==> config.mk <==
export PLATFORM = sky130hd
export DESIGN_NAME = indicator_pins
export DESIGN_NICKNAME = d
export VERILOG_FILES = /design/src/design/ledpin_pkg.sv /design/src/design/indicator_pins.sv
export SDC_FILE = /design/constraint.sdc
export NUM_CORES = 1
export LEC_CHECK = 0
export BUFFER_PORTS_ARGS = -buffer_cell sky130_fd_sc_hd__buf_2
export CORE_MARGIN = 2
export CORE_UTILIZATION = 52
export DETAILED_ROUTE_END_ITERATION = 6
export PLACE_DENSITY = 0.8
export SYNTH_ARGS = -nofsm -noshare
export SYNTH_HDL_FRONTEND = slang
export SYNTH_SLANG_ARGS = --single-unit
==> constraint.sdc <==
create_clock -name CORE_CLK -period 1.8 [get_ports CORE_CLK]
set_input_delay 0.09 -clock CORE_CLK [delete_from_list [all_inputs] [get_ports CORE_CLK]]
set_output_delay 0.09 -clock CORE_CLK [all_outputs]
set_load 0.05 [all_outputs]
==> src/design/ledpin_pkg.sv <==
// Purpose: Shared constants for the multipurpose pin and indicator block
// Assumes: 100 MHz core clock, 32-bit register port
// Notes:   Register offsets are byte addresses
`default_nettype none
package ledpin_pkg;
  // ******************************************************
  // Sizes and timing
  // ******************************************************
  localparam int NUM_PINS = 3;
  localparam int DATA_W = 32;
  localparam int ADDR_W = 8;
  localparam int CLK_FREQ_KHZ = 100000;
  localparam int BLINK_TIME_MS = 80;
  localparam int BLINK_CYCLES_DEF = BLINK_TIME_MS * CLK_FREQ_KHZ;
  localparam int CNT_W = 24;

  // ******************************************************
  // Register map
  // ******************************************************
  localparam logic [ADDR_W-1:0] CFG_OFS = 8'h00;
  localparam logic [ADDR_W-1:0] STAT_OFS = 8'h04;
  // Field bases inside the configuration register
  localparam int CFG_DOUT_LSB = 0;
  localparam int CFG_DIR_LSB = 4;
  localparam int CFG_ODRAIN_LSB = 8;
  localparam int CFG_LED_LSB = 12;
  // Field bases inside the status register
  localparam int STAT_PIN_LSB = 0;
  localparam int STAT_IND_LSB = 4;
  localparam logic [DATA_W-1:0] CFG_RESET = 32'h0000_0000;

  // Pin to indicator assignment
  localparam int SPEED_PIN = 0;
  localparam int ACT_PIN = 1;
  localparam int DUPLEX_PIN = 2;

  // ******************************************************
  // Activity blink states
  // ******************************************************
  typedef enum logic [1:0] {
    ACT_LIT = 2'b00,
    ACT_DARK = 2'b01,
    ACT_HOLD = 2'b11
  } act_state_t;
endpackage
`default_nettype wire

==> src/design/indicator_pins.sv <==
// Purpose: Three multipurpose pins: programmable GPIO or LED drivers
// Assumes: PHY status inputs synchronous to CORE_CLK, ACTIVITY a pulse
// Notes:   Pins are split into input, output and active-low output enable
//
// Design decisions made here: strobed register access and the address map.
`default_nettype none
module indicator_pins
  import ledpin_pkg::*;
#(
  parameter int unsigned BLINK_CYCLES = BLINK_CYCLES_DEF
) (
  // Clock, reset, enable
  input wire logic CORE_CLK,
  input wire logic RST_N,
  input wire logic CE,
  // Register port
  input wire logic [ADDR_W-1:0] ADDR,
  input wire logic [DATA_W-1:0] WDATA,
  input wire logic WR,
  input wire logic RD,
  output logic [DATA_W-1:0] RDATA,
  // Link status
  input wire logic LINK_UP,
  input wire logic SPEED_100,
  input wire logic AUTONEG_BUSY,
  input wire logic FULL_DUPLEX,
  input wire logic ACTIVITY,
  // Indicator pins
  input wire logic [NUM_PINS-1:0] PIN_IN,
  output logic [NUM_PINS-1:0] PIN_OUT,
  output logic [NUM_PINS-1:0] PIN_OE_N
);

  // ******************************************************
  // Helpers
  // ******************************************************
  localparam logic [CNT_W-1:0] BLINK_LAST = CNT_W'(BLINK_CYCLES - 1);

  // Returns {out, oe_n} for one pin
  function automatic logic [1:0] pin_drive(input logic led, input logic lvl,
                                           input logic dir, input logic od,
                                           input logic dout);
    logic [1:0] r;
    r = 2'b01;
    if (led) begin
      r = {1'b0, lvl};
    end else if (dir && od) begin
      r = {1'b0, dout};
    end else if (dir) begin
      r = {dout, 1'b0};
    end
    return r;
  endfunction

  // Decode shared by the write and read paths
  function automatic logic reg_hit(input logic stb,
                                   input logic [ADDR_W-1:0] a,
                                   input logic [ADDR_W-1:0] ofs);
    return stb && a == ofs;
  endfunction

  // ******************************************************
  // Configuration register
  // ******************************************************
  logic [DATA_W-1:0] cfg_q;
  logic [NUM_PINS-1:0] dout, dir, odrain, led_en;
  assign dout = cfg_q[CFG_DOUT_LSB +: NUM_PINS];
  assign dir = cfg_q[CFG_DIR_LSB +: NUM_PINS];
  assign odrain = cfg_q[CFG_ODRAIN_LSB +: NUM_PINS];
  assign led_en = cfg_q[CFG_LED_LSB +: NUM_PINS];

  always_ff @(posedge CORE_CLK) begin
    if (!RST_N) begin
      cfg_q <= CFG_RESET;
    end else if (CE && reg_hit(WR, ADDR, CFG_OFS)) begin
      cfg_q <= '0;
      cfg_q[CFG_DOUT_LSB +: NUM_PINS] <= WDATA[CFG_DOUT_LSB +: NUM_PINS];
      cfg_q[CFG_DIR_LSB +: NUM_PINS] <= WDATA[CFG_DIR_LSB +: NUM_PINS];
      cfg_q[CFG_ODRAIN_LSB +: NUM_PINS] <=
        WDATA[CFG_ODRAIN_LSB +: NUM_PINS];
      cfg_q[CFG_LED_LSB +: NUM_PINS] <= WDATA[CFG_LED_LSB +: NUM_PINS];
    end
  end

  // ******************************************************
  // Activity blink sequencer
  // ******************************************************
  act_state_t act_q;
  logic [CNT_W-1:0] cnt_q;
  logic pend_q;

  // Activity seen while held low is remembered for the next blink
  always_ff @(posedge CORE_CLK) begin
    if (!RST_N) begin
      act_q <= ACT_LIT;
      cnt_q <= '0;
      pend_q <= 1'b0;
    end else if (CE) begin
      if (!LINK_UP) begin
        act_q <= ACT_LIT;
        cnt_q <= '0;
        pend_q <= 1'b0;
      end else begin
        case (act_q)
          ACT_LIT: begin
            cnt_q <= '0;
            if (ACTIVITY) begin
              act_q <= ACT_DARK;
            end
          end
          ACT_DARK: begin
            // Activity here is ignored so the pulse is never stretched
            if (cnt_q == BLINK_LAST) begin
              cnt_q <= '0;
              act_q <= ACT_HOLD;
            end else begin
              cnt_q <= cnt_q + 1'b1;
            end
          end
          ACT_HOLD: begin
            if (ACTIVITY) begin
              pend_q <= 1'b1;
            end
            if (cnt_q == BLINK_LAST) begin
              cnt_q <= '0;
              pend_q <= 1'b0;
              act_q <= (pend_q || ACTIVITY) ? ACT_DARK : ACT_LIT;
            end else begin
              cnt_q <= cnt_q + 1'b1;
            end
          end
          default: begin
            act_q <= ACT_LIT;
            cnt_q <= '0;
          end
        endcase
      end
    end
  end

  // ******************************************************
  // Indicator levels
  // ******************************************************
  logic speed_ind_q, act_ind_q, duplex_ind_q;
  logic [NUM_PINS-1:0] ind;
  assign ind[SPEED_PIN] = speed_ind_q;
  assign ind[ACT_PIN] = act_ind_q;
  assign ind[DUPLEX_PIN] = duplex_ind_q;

  // High in reset, otherwise only at a settled 10 Mbs link
  always_ff @(posedge CORE_CLK) begin
    if (!RST_N) begin
      speed_ind_q <= 1'b1;
    end else if (CE) begin
      speed_ind_q <= LINK_UP && !SPEED_100 && !AUTONEG_BUSY;
    end
  end

  // Dark while a blink runs or whenever the link is down
  always_ff @(posedge CORE_CLK) begin
    if (!RST_N) begin
      act_ind_q <= 1'b1;
    end else if (CE) begin
      act_ind_q <= !(LINK_UP && act_q != ACT_DARK);
    end
  end

  // Released whenever the link is down, whatever the duplex input says
  always_ff @(posedge CORE_CLK) begin
    if (!RST_N) begin
      duplex_ind_q <= 1'b1;
    end else if (CE) begin
      duplex_ind_q <= !(LINK_UP && FULL_DUPLEX);
    end
  end

  // ******************************************************
  // Pin drivers
  // ******************************************************
  // One cycle behind the settings, traded for flop-driven pins
  always_ff @(posedge CORE_CLK) begin
    if (!RST_N) begin
      PIN_OUT <= '0;
      PIN_OE_N <= '1;
    end else if (CE) begin
      for (int i = 0; i < NUM_PINS; i++) begin
        {PIN_OUT[i], PIN_OE_N[i]} <=
          pin_drive(led_en[i], ind[i], dir[i], odrain[i], dout[i]);
      end
    end
  end

  // ******************************************************
  // Register read
  // ******************************************************
  always_ff @(posedge CORE_CLK) begin
    if (!RST_N) begin
      RDATA <= '0;
    end else if (CE) begin
      RDATA <= '0;
      if (reg_hit(RD, ADDR, CFG_OFS)) begin
        RDATA <= cfg_q;
      end else if (reg_hit(RD, ADDR, STAT_OFS)) begin
        RDATA[STAT_PIN_LSB +: NUM_PINS] <= PIN_IN;
        RDATA[STAT_IND_LSB +: NUM_PINS] <= ind;
      end
    end
  end

endmodule // indicator_pins
`default_nettype wire

==> results of run 1 <==
[metrics by stage]
stage	instance area (µm²)	std cells	setup slack, ns	hold WS, ns
floorplan	3134	370	0.1826	0.2339
global placement	3341	465	0.1719	0.3172
detailed placement	3341	465	0.1120	0.3281
CTS	3695	494	0.08314	0.0001023
global route	3705	494	0.02506	0.02349
finish	3705	494	0.1362	0.003729
[cells by family after synthesis]
kind of cell,count (synthesis),share of synthesized area [%]
other,1,0.1224
AOI/OAI and AO/OA,72,14.67
adders and majority gates,1,0.4084
and+or+nand+nor,148,29.66
xor gates and xnor gates,3,0.8580
DFF,60,39.22
muxes,18,6.127
buffers and inverters,48,8.946
[final cells by class]
type,instances,share of cell area [%]
inverter,8,0.8105
timing repair buffer,76,13.24
clock inverter,7,2.702
multi-input combinational,262,45.02
clock buffer,9,3.343
tap,72,2.432
sequential,60,32.46
[layout by cell type (no fill, tap or decap), types with 4 or more instances in the layout]
cell            n
o21ai_0        14
o31ai_1         9
buf_4          12
conb_1         20
or4_1           7
mux2_2          6
o211ai_1        7
or3_1           5
nand3_1        12
and3_1          6
nor2_1         32
clkbuf_8        9
buf_2          50
mux2i_1        12
dlygate4sd3_1  13
nor2b_1         9
nand2_1        16
dfxtp_1        59
and4_1          5
nand4_1        13
nand3b_1        7
a21oi_1        28
nand4b_1        4
nand2b_1       12
inv_1           8
[layer usage]
metal,share of wire [%],track usage (%)
met5,0,0
met2,49,40.17
met3,6.3,7.333
met1,43,27.59
met4,1.5,9.661
[critical path, cell delays in order (launching register included)]
cell and delay (ns):
dfxtp_2 0.35, ha_1 0.17, and3_1 0.23, buf_4 0.18, nand4_1 0.13, o211ai_2 0.25, buf_12 0.17, a21oi_1 0.05
[repair_timing]
item	4_1_cts	5_1_grt
resized for setup	0	3
endpoints found under the hold margin	14	0
hold buffers	13	0
setup endpoints to repair	0	8
[sequential cells by signal, indices dropped and copies added (netlist names)]
register      cells
duplex_ind_q      1
cnt_q            24
RDATA            12
speed_ind_q       1
act_ind_q         1
act_q             2
cfg_q            12
pend_q            1
PIN_OE_N          3
PIN_OUT           3
[power groups by stage]
stage	sequential [µW]	clock, µW	combinational [µW]
finish	1340	1390	283
floorplan	1380	0	209
CTS	1340	1390	280
global route	1340	1460	303
global placement	1370	0	254
detailed placement	1370	0	258
[worst max-delay path by stage]
stage / startpoint / to / slack (ns) / cells after the start
finish: cnt_q[1] / cnt_q[23] / 0.14 / 7
global placement: cnt_q[1] / cnt_q[18] / 0.17 / 5
detailed placement: cnt_q[0] / cnt_q[23] / 0.11 / 5
global route: cnt_q[4] / cnt_q[21] / 0.03 / 4
CTS: cnt_q[0] / cnt_q[23] / 0.08 / 5
floorplan: cnt_q[0] / cnt_q[18] / 0.18 / 6
==> impl_summary.log, run 1 <==
[metrics] outcome: completed
[metrics] first-pass GRT wire length: 11,850 µm
[metrics] clock tree from TritonCTS: yes
[metrics] final total negative setup slack: 0 ns
[metrics] area of the mapped netlist: 3063 µm²
[metrics] main area contributors after synthesis: dfxtp_1 39%, buf_4 5.4%, a21oi_1 4.6%
[metrics] cell type contributing the most total cell area after synthesis: dfxtp_1
[metrics] H-tree levels: 3
[metrics] antenna violations before repair: 0
[metrics] grt total ovfl: 0
[metrics] floorplan row count: 27
[metrics] iteration count of the initial detailed-routing pass: 4
[metrics] Setup crit start kind: flip-flop
[metrics] number of design-rule violations left by the first detailed-router iteration: about 190
[metrics] Max IR drop VDD: 0.6177 mV
[metrics] DRT Wirelength: ~7300 µm
[metrics] number of top-level design ports: 91
[metrics] DRC viols: 0
[metrics] global-route total usage across every layer: 23.58%
[metrics] required time of the critical path: 2.03 ns
[metrics] initial cell density of the core: 54.62%
[metrics] Power Dens Cells: 812.7 nW/µm²
[metrics] clock buffer depth: 2
[metrics] area delta synth->final: 20.96%
[metrics] number of CTS-inserted buffers: 9
[metrics] setup-violating endpoint count in the final report: 0
[metrics] buffer count from post-CTS setup fixing: 0
[metrics] FF-to-FF setup slack: 0.14 ns
[metrics] start point of the worst min-delay path: WDATA[1]
[metrics] leakage power: 0.001476 µW
[metrics] count of flip-flops with a built-in enable after synthesis: 0
[metrics] syn avg cell area: a little under 9 µm²
[metrics] share of the synthesized area in the top cell type: 39.22%
[metrics] sequential area share after synthesis: 39.22%
[metrics] endpoint class of the critical path: flip-flop
[metrics] largest net degree at the start of global routing: 28
[metrics] Total Power Consumption: 3011 µW
[metrics] cell at the root of the clock tree: clkbuf_8
[metrics] worst min-delay path class: input pin to flip-flop
[metrics] post-synthesis instance total: roughly 350
[metrics] total of warnings raised by yosys: 0
[metrics] number of antenna diodes: 0
[metrics] number of input and output port buffers inserted: 50
[metrics] final critical path time including I/O delays and setup: 1.664 ns
[metrics] ys flop type: dfxtp_1
[metrics] share of power burned in combinational logic: 9.4%
[metrics] total number of nets in the final design: 471
[metrics] Internal Dissipation: 2213 µW
[metrics] clock transition at the registers of the reported paths: 0.08 ns
[metrics] R2R cell count: 7
[metrics] largest fanout of any net on the critical path: 16
[metrics] DPL Wire Length: 4802 µm
[metrics] cell with the most instances after synthesis: dfxtp_1
[metrics] Reg-to-Reg Start: cnt_q[1]
[metrics] via total after detailed routing: between 2,000 and 3,000
[metrics] critical path arrival: around 1.9 ns
[metrics] count of nets left with antenna violations after detail routing: 0
[metrics] per-cell routed wire length: 14.70 µm
[metrics] number of vias per cell after detailed routing: 5.571
[metrics] Min-Delay Path Depth: 3
[metrics] clock group share of total power: 46.0%
[metrics] DIE AREA: 6521 µm²
[metrics] count of max-cap constraint violations: 0
[metrics] final core utilization: ~66%
[metrics] number of max-slew violations in the final report: 0
[metrics] capture point of the worst reg-to-reg path: cnt_q[23]
[metrics] final hold violation count: 0
[metrics] share of flip-flops with an asynchronous set or reset: 0%
[metrics] Skew-Pair Late Insertion Delay: 0.35 ns
[metrics] net switching power: around 800 µW
[metrics] Flop pwr share: 44.6%
[metrics] via count of the first global-routing pass: 2,546
[metrics] final RePlAce weighted congestion: 0.7767
[metrics] share of post-route cells with drive strength above 1: between 20% and 30%
[metrics] number of unique standard cell types used by synthesis: 53
[metrics] post-synthesis register bit count: 60
[metrics] Clock Skew: 0.01234 ns
[metrics] register area: 1202 µm²
[metrics] ratio of final minimum period to clock period: 92.43%
[metrics] number of sinks driven by the clock tree: 60
[metrics] unrepaired setup endpoints after global routing: no
[metrics] Hold EP: cfg_q[1]
[metrics] switching portion of total power: 26.52%
[metrics] die extent in y: 80.75 µm
[metrics] Std-Cell Core Area: approximately 5600 µm²
[metrics] maximum clock frequency: roughly 600 MHz
[metrics] Multi-input gate area: 1668 µm²
[metrics] list of most frequent post-synthesis cells: 60 x dfxtp_1, 32 x nor2_1, 28 x a21oi_1, 22 x buf_4, 16 x nand2_1
[metrics] number of fill cells: 463
[metrics] Die W: 80.75 µm
[metrics] critical path class: flip-flop to flip-flop
Power figures use the tool's default switching activity.
==> run 2, diff against run 1 <==
--- a/config.mk
+++ b/config.mk
@@ -8,6 +8,7 @@
 export BUFFER_PORTS_ARGS = -buffer_cell sky130_fd_sc_hd__buf_2
 export CORE_MARGIN = 2
 export CORE_UTILIZATION = 52
+export CTS_BUF_LIST = sky130_fd_sc_hd__clkbuf_16
 export DETAILED_ROUTE_END_ITERATION = 6
 export PLACE_DENSITY = 0.8
 export SYNTH_ARGS = -nofsm -noshare
==> run 2 against run 1 <==
- die area unchanged
- maximum frequency down 1.2%
- hold slack about the same
- count of clock-buffer cells in the layout unchanged
- power up 16%
- non-clock buffer count down 8
- register-to-register slack worse by 0.02 ns
==> impl_summary.log, run 2 (synthesis gave the netlist of run 1 again) <==
[metrics] number of fill cells: 467 (was 463)
[metrics] number of CTS-inserted buffers: 9 (unchanged)
[metrics] flip-flop count of the largest register after layout: 24 (unchanged)
[metrics] critical path arrival: 1.94 ns (was 1.90 ns)
[metrics] crit-path cells: and4_1, nand3_2, or4_1, a21oi_1 (was ha_1, and3_1, buf_4, nand4_1, o211ai_2, buf_12, a21oi_1)
[metrics] Clock Skew: 0.006453 ns (was 0.01234 ns)
[metrics] grt total ovfl: 0 (unchanged)
[metrics] Skew-Pair Late Insertion Delay: 0.33 ns (was 0.35 ns)
[metrics] final RePlAce weighted congestion: 0.7767 (unchanged)
[metrics] net switching power: 843.0 µW (was 798.4 µW)
[metrics] count of non-filler cells in the finished layout: 486 (was 494)
[metrics] ratio of final minimum period to clock period: 93.52% (was 92.43%)
[metrics] setup-violating endpoint count in the final report: 0 (unchanged)
[metrics] first-pass GRT wire length: 11,620 µm (was 11,850 µm)
[metrics] share of post-route cells with drive strength above 1: 24.40% (was 23.93%)
[metrics] number of top-level design ports: 91 (unchanged)
[metrics] count of max-cap constraint violations: 0 (unchanged)
[metrics] largest fanout of any net on the critical path: 6 (was 16)
[metrics] clock transition at the registers of the reported paths: 0.06 ns (was 0.08 ns)
[metrics] largest stage delay on the critical path: 0.54 ns (was 0.35 ns)
[metrics] global-route total usage across every layer: 23.19% (was 23.58%)
[metrics] count of nets left with antenna violations after detail routing: 0 (unchanged)
[metrics] worst min-delay path class: input pin to flip-flop (unchanged)
[metrics] Flop pwr share: 38.7% (was 44.6%)
[metrics] DIE AREA: 6521 µm² (unchanged)
[metrics] endpoint class of the critical path: flip-flop (unchanged)
[metrics] largest net degree at the start of global routing: 28 (unchanged)
[metrics] switching portion of total power: 24.24% (was 26.52%)
[metrics] floorplan row count: 27 (unchanged)
[metrics] final total negative setup slack: 0 ns (unchanged)
[metrics] Die W: 80.75 µm (unchanged)
[metrics] Max IR drop VDD: 0.6985 mV (was 0.6177 mV)
[metrics] Std-Cell Core Area: 5608 µm² (unchanged)
[metrics] worst slack after detailed placement: 0.1120 ns (unchanged)
[metrics] unrepaired setup endpoints after global routing: no (unchanged)
[metrics] area delta synth->final: 21.69% (was 20.96%)
[metrics] number of sinks driven by the clock tree: 60 (unchanged)
[metrics] via total after detailed routing: 2,697 (was 2,752)
[metrics] DRT Wirelength: 7077 µm (was 7260 µm)
[metrics] clock buffer depth: 2 (unchanged)
[metrics] crit-path leading delay family: simple AND/OR/NAND/NOR gates (unchanged)
[metrics] cell count after placement: 465 (unchanged)
[metrics] commonest cells after routing, fill and taps aside: 59 x dfxtp_1, 50 x buf_2, 32 x nor2_1 (unchanged)
[metrics] number of vias per cell after detailed routing: 5.549 (was 5.571)
[metrics] clock group share of total power: 53.6% (was 46.0%)
[metrics] Power Dens Cells: 933.0 nW/µm² (was 812.7 nW/µm²)
[metrics] critical path class: flip-flop to flip-flop (unchanged)
[metrics] die extent in y: 80.75 µm (unchanged)
[metrics] iteration count of the initial detailed-routing pass: 4 (unchanged)
[metrics] register containing the most flip-flops in the final layout: cnt_q (unchanged)
[metrics] most frequent standard cell in the layout excluding fill and tap cells: dfxtp_1 (unchanged)
[metrics] per-cell routed wire length: 14.56 µm (was 14.70 µm)
[metrics] number of antenna diodes: 0 (unchanged)
[metrics] total number of nets in the final design: 463 (was 471)
[metrics] number of design-rule violations left by the first detailed-router iteration: 149 (was 193)
[metrics] Setup crit start kind: flip-flop (unchanged)
[metrics] share of power burned in combinational logic: 7.7% (was 9.4%)
[metrics] outcome: completed (unchanged)
[metrics] required time of the critical path: 2.06 ns (was 2.03 ns)
[metrics] maximum clock frequency: 594.0 MHz (was 601.0 MHz)
[metrics] Internal Dissipation: 2635 µW (was 2213 µW)
[metrics] cell at the root of the clock tree: clkbuf_16 (was clkbuf_8)
[metrics] leakage power: 0.001487 µW (was 0.001476 µW)
[metrics] number of input and output port buffers inserted: 50 (unchanged)
[metrics] clock tree from TritonCTS: yes (unchanged)
[metrics] number of max-slew violations in the final report: 0 (unchanged)
[metrics] buffers and inverters on the worst path: 0 (was 2)
[metrics] DRC viols: 0 (unchanged)
[metrics] antenna violations before repair: 0 (unchanged)
[metrics] Final Worst Setup Slack: 0.1166 ns (was 0.1362 ns)
[metrics] buffer count from post-CTS setup fixing: 0 (unchanged)
[metrics] initial cell density of the core: 54.62% (unchanged)
[metrics] via count of the first global-routing pass: 2,514 (was 2,546)
[metrics] DPL Wire Length: 4802 µm (unchanged)
[metrics] final critical path time including I/O delays and setup: 1.683 ns (was 1.664 ns)
[metrics] leading registers by flop count: cnt_q x24, RDATA x12, cfg_q x12 (unchanged)
[metrics] H-tree levels: 3 (unchanged)
[metrics] final core utilization: 66.47% (was 66.06%)
[metrics] slowest cell on the critical path: or4_1 (was dfxtp_2)
[metrics] final hold violation count: 0 (unchanged)
-- run 2: cell types whose count changed in the layout (fill, tap and decap cells not counted) --
cell	previous run	this run
clkbuf_8	9	0
clkbuf_16	0	9
and3_4	0	1
o21ai_2	1	0
o21ai_1	0	1
and3_1	6	5
dlygate4sd3_1	13	5
-- run 2: stage by stage --
stage / hold WS, ns / total power, µW / instance area [µm²]
after detailed placement: 0.3281 / 1631 / 3341
after CTS: 0.0005892 / 3497 / 3716
after floorplan: 0.2339 / 1593 / 3134
after global routing: 0.01721 / 3577 / 3727
after global placement: 0.3172 / 1627 / 3341
final: 0.003505 / 3478 / 3727
-- run 2: what timing repair did --
action | CTS | global route
resized for setup | 0 | 3
endpoints found under the setup margin | 0 | 4
hold buffers | 5 | 0
hold endpoints to repair | 5 | 0
-- run 2: metal layers --
metal,vias up,part of all wire [%],GRT usage [%]
met4,0,2.4,11.36
met2,82,49,39.08
met3,13,5.7,6.000
met5,-,0,0
li1,1347,-,-
met1,1255,43,27.47
-- run 2: power by group through the flow --
stage	logic [µW]	registers, µW	clock network (µW)
floorplan	209	1380	0
global placement	254	1370	0
detailed placement	258	1370	0
CTS	267	1340	1890
global route	289	1350	1940
finish	268	1340	1870
-- run 2: worst reg2reg max path: stages (launching register included) --
cell     delay (ns)
dfxtp_1        0.41
and4_1         0.34
nand3_2        0.17
or4_1          0.54
a21oi_1        0.16
-- run 2: layout make-up --
type                       instances  area (µm²)  area share (%)
clock buffer                       9       225.2           6.042
clock inverter                     7       100.1           2.685
inverter                           8       30.03          0.8056
multi-input combinational        262        1669           44.78
sequential                        60        1202           32.26
tap                               72       90.09           2.417
timing repair buffer              68       410.4           11.01
-- run 2: final timing paths --
kind | startpoint | endpoint | slack [ns] | cells past startpoint
max | cnt_q[2] | cnt_q[21] | 0.12 | 4
min | WDATA[12] | cfg_q[12] | 0.004 | 3
max reg2reg | cnt_q[2] | cnt_q[21] | 0.12 | 4
min reg2reg | PIN_OUT[1] | PIN_OUT[1] | 0.46 | 2
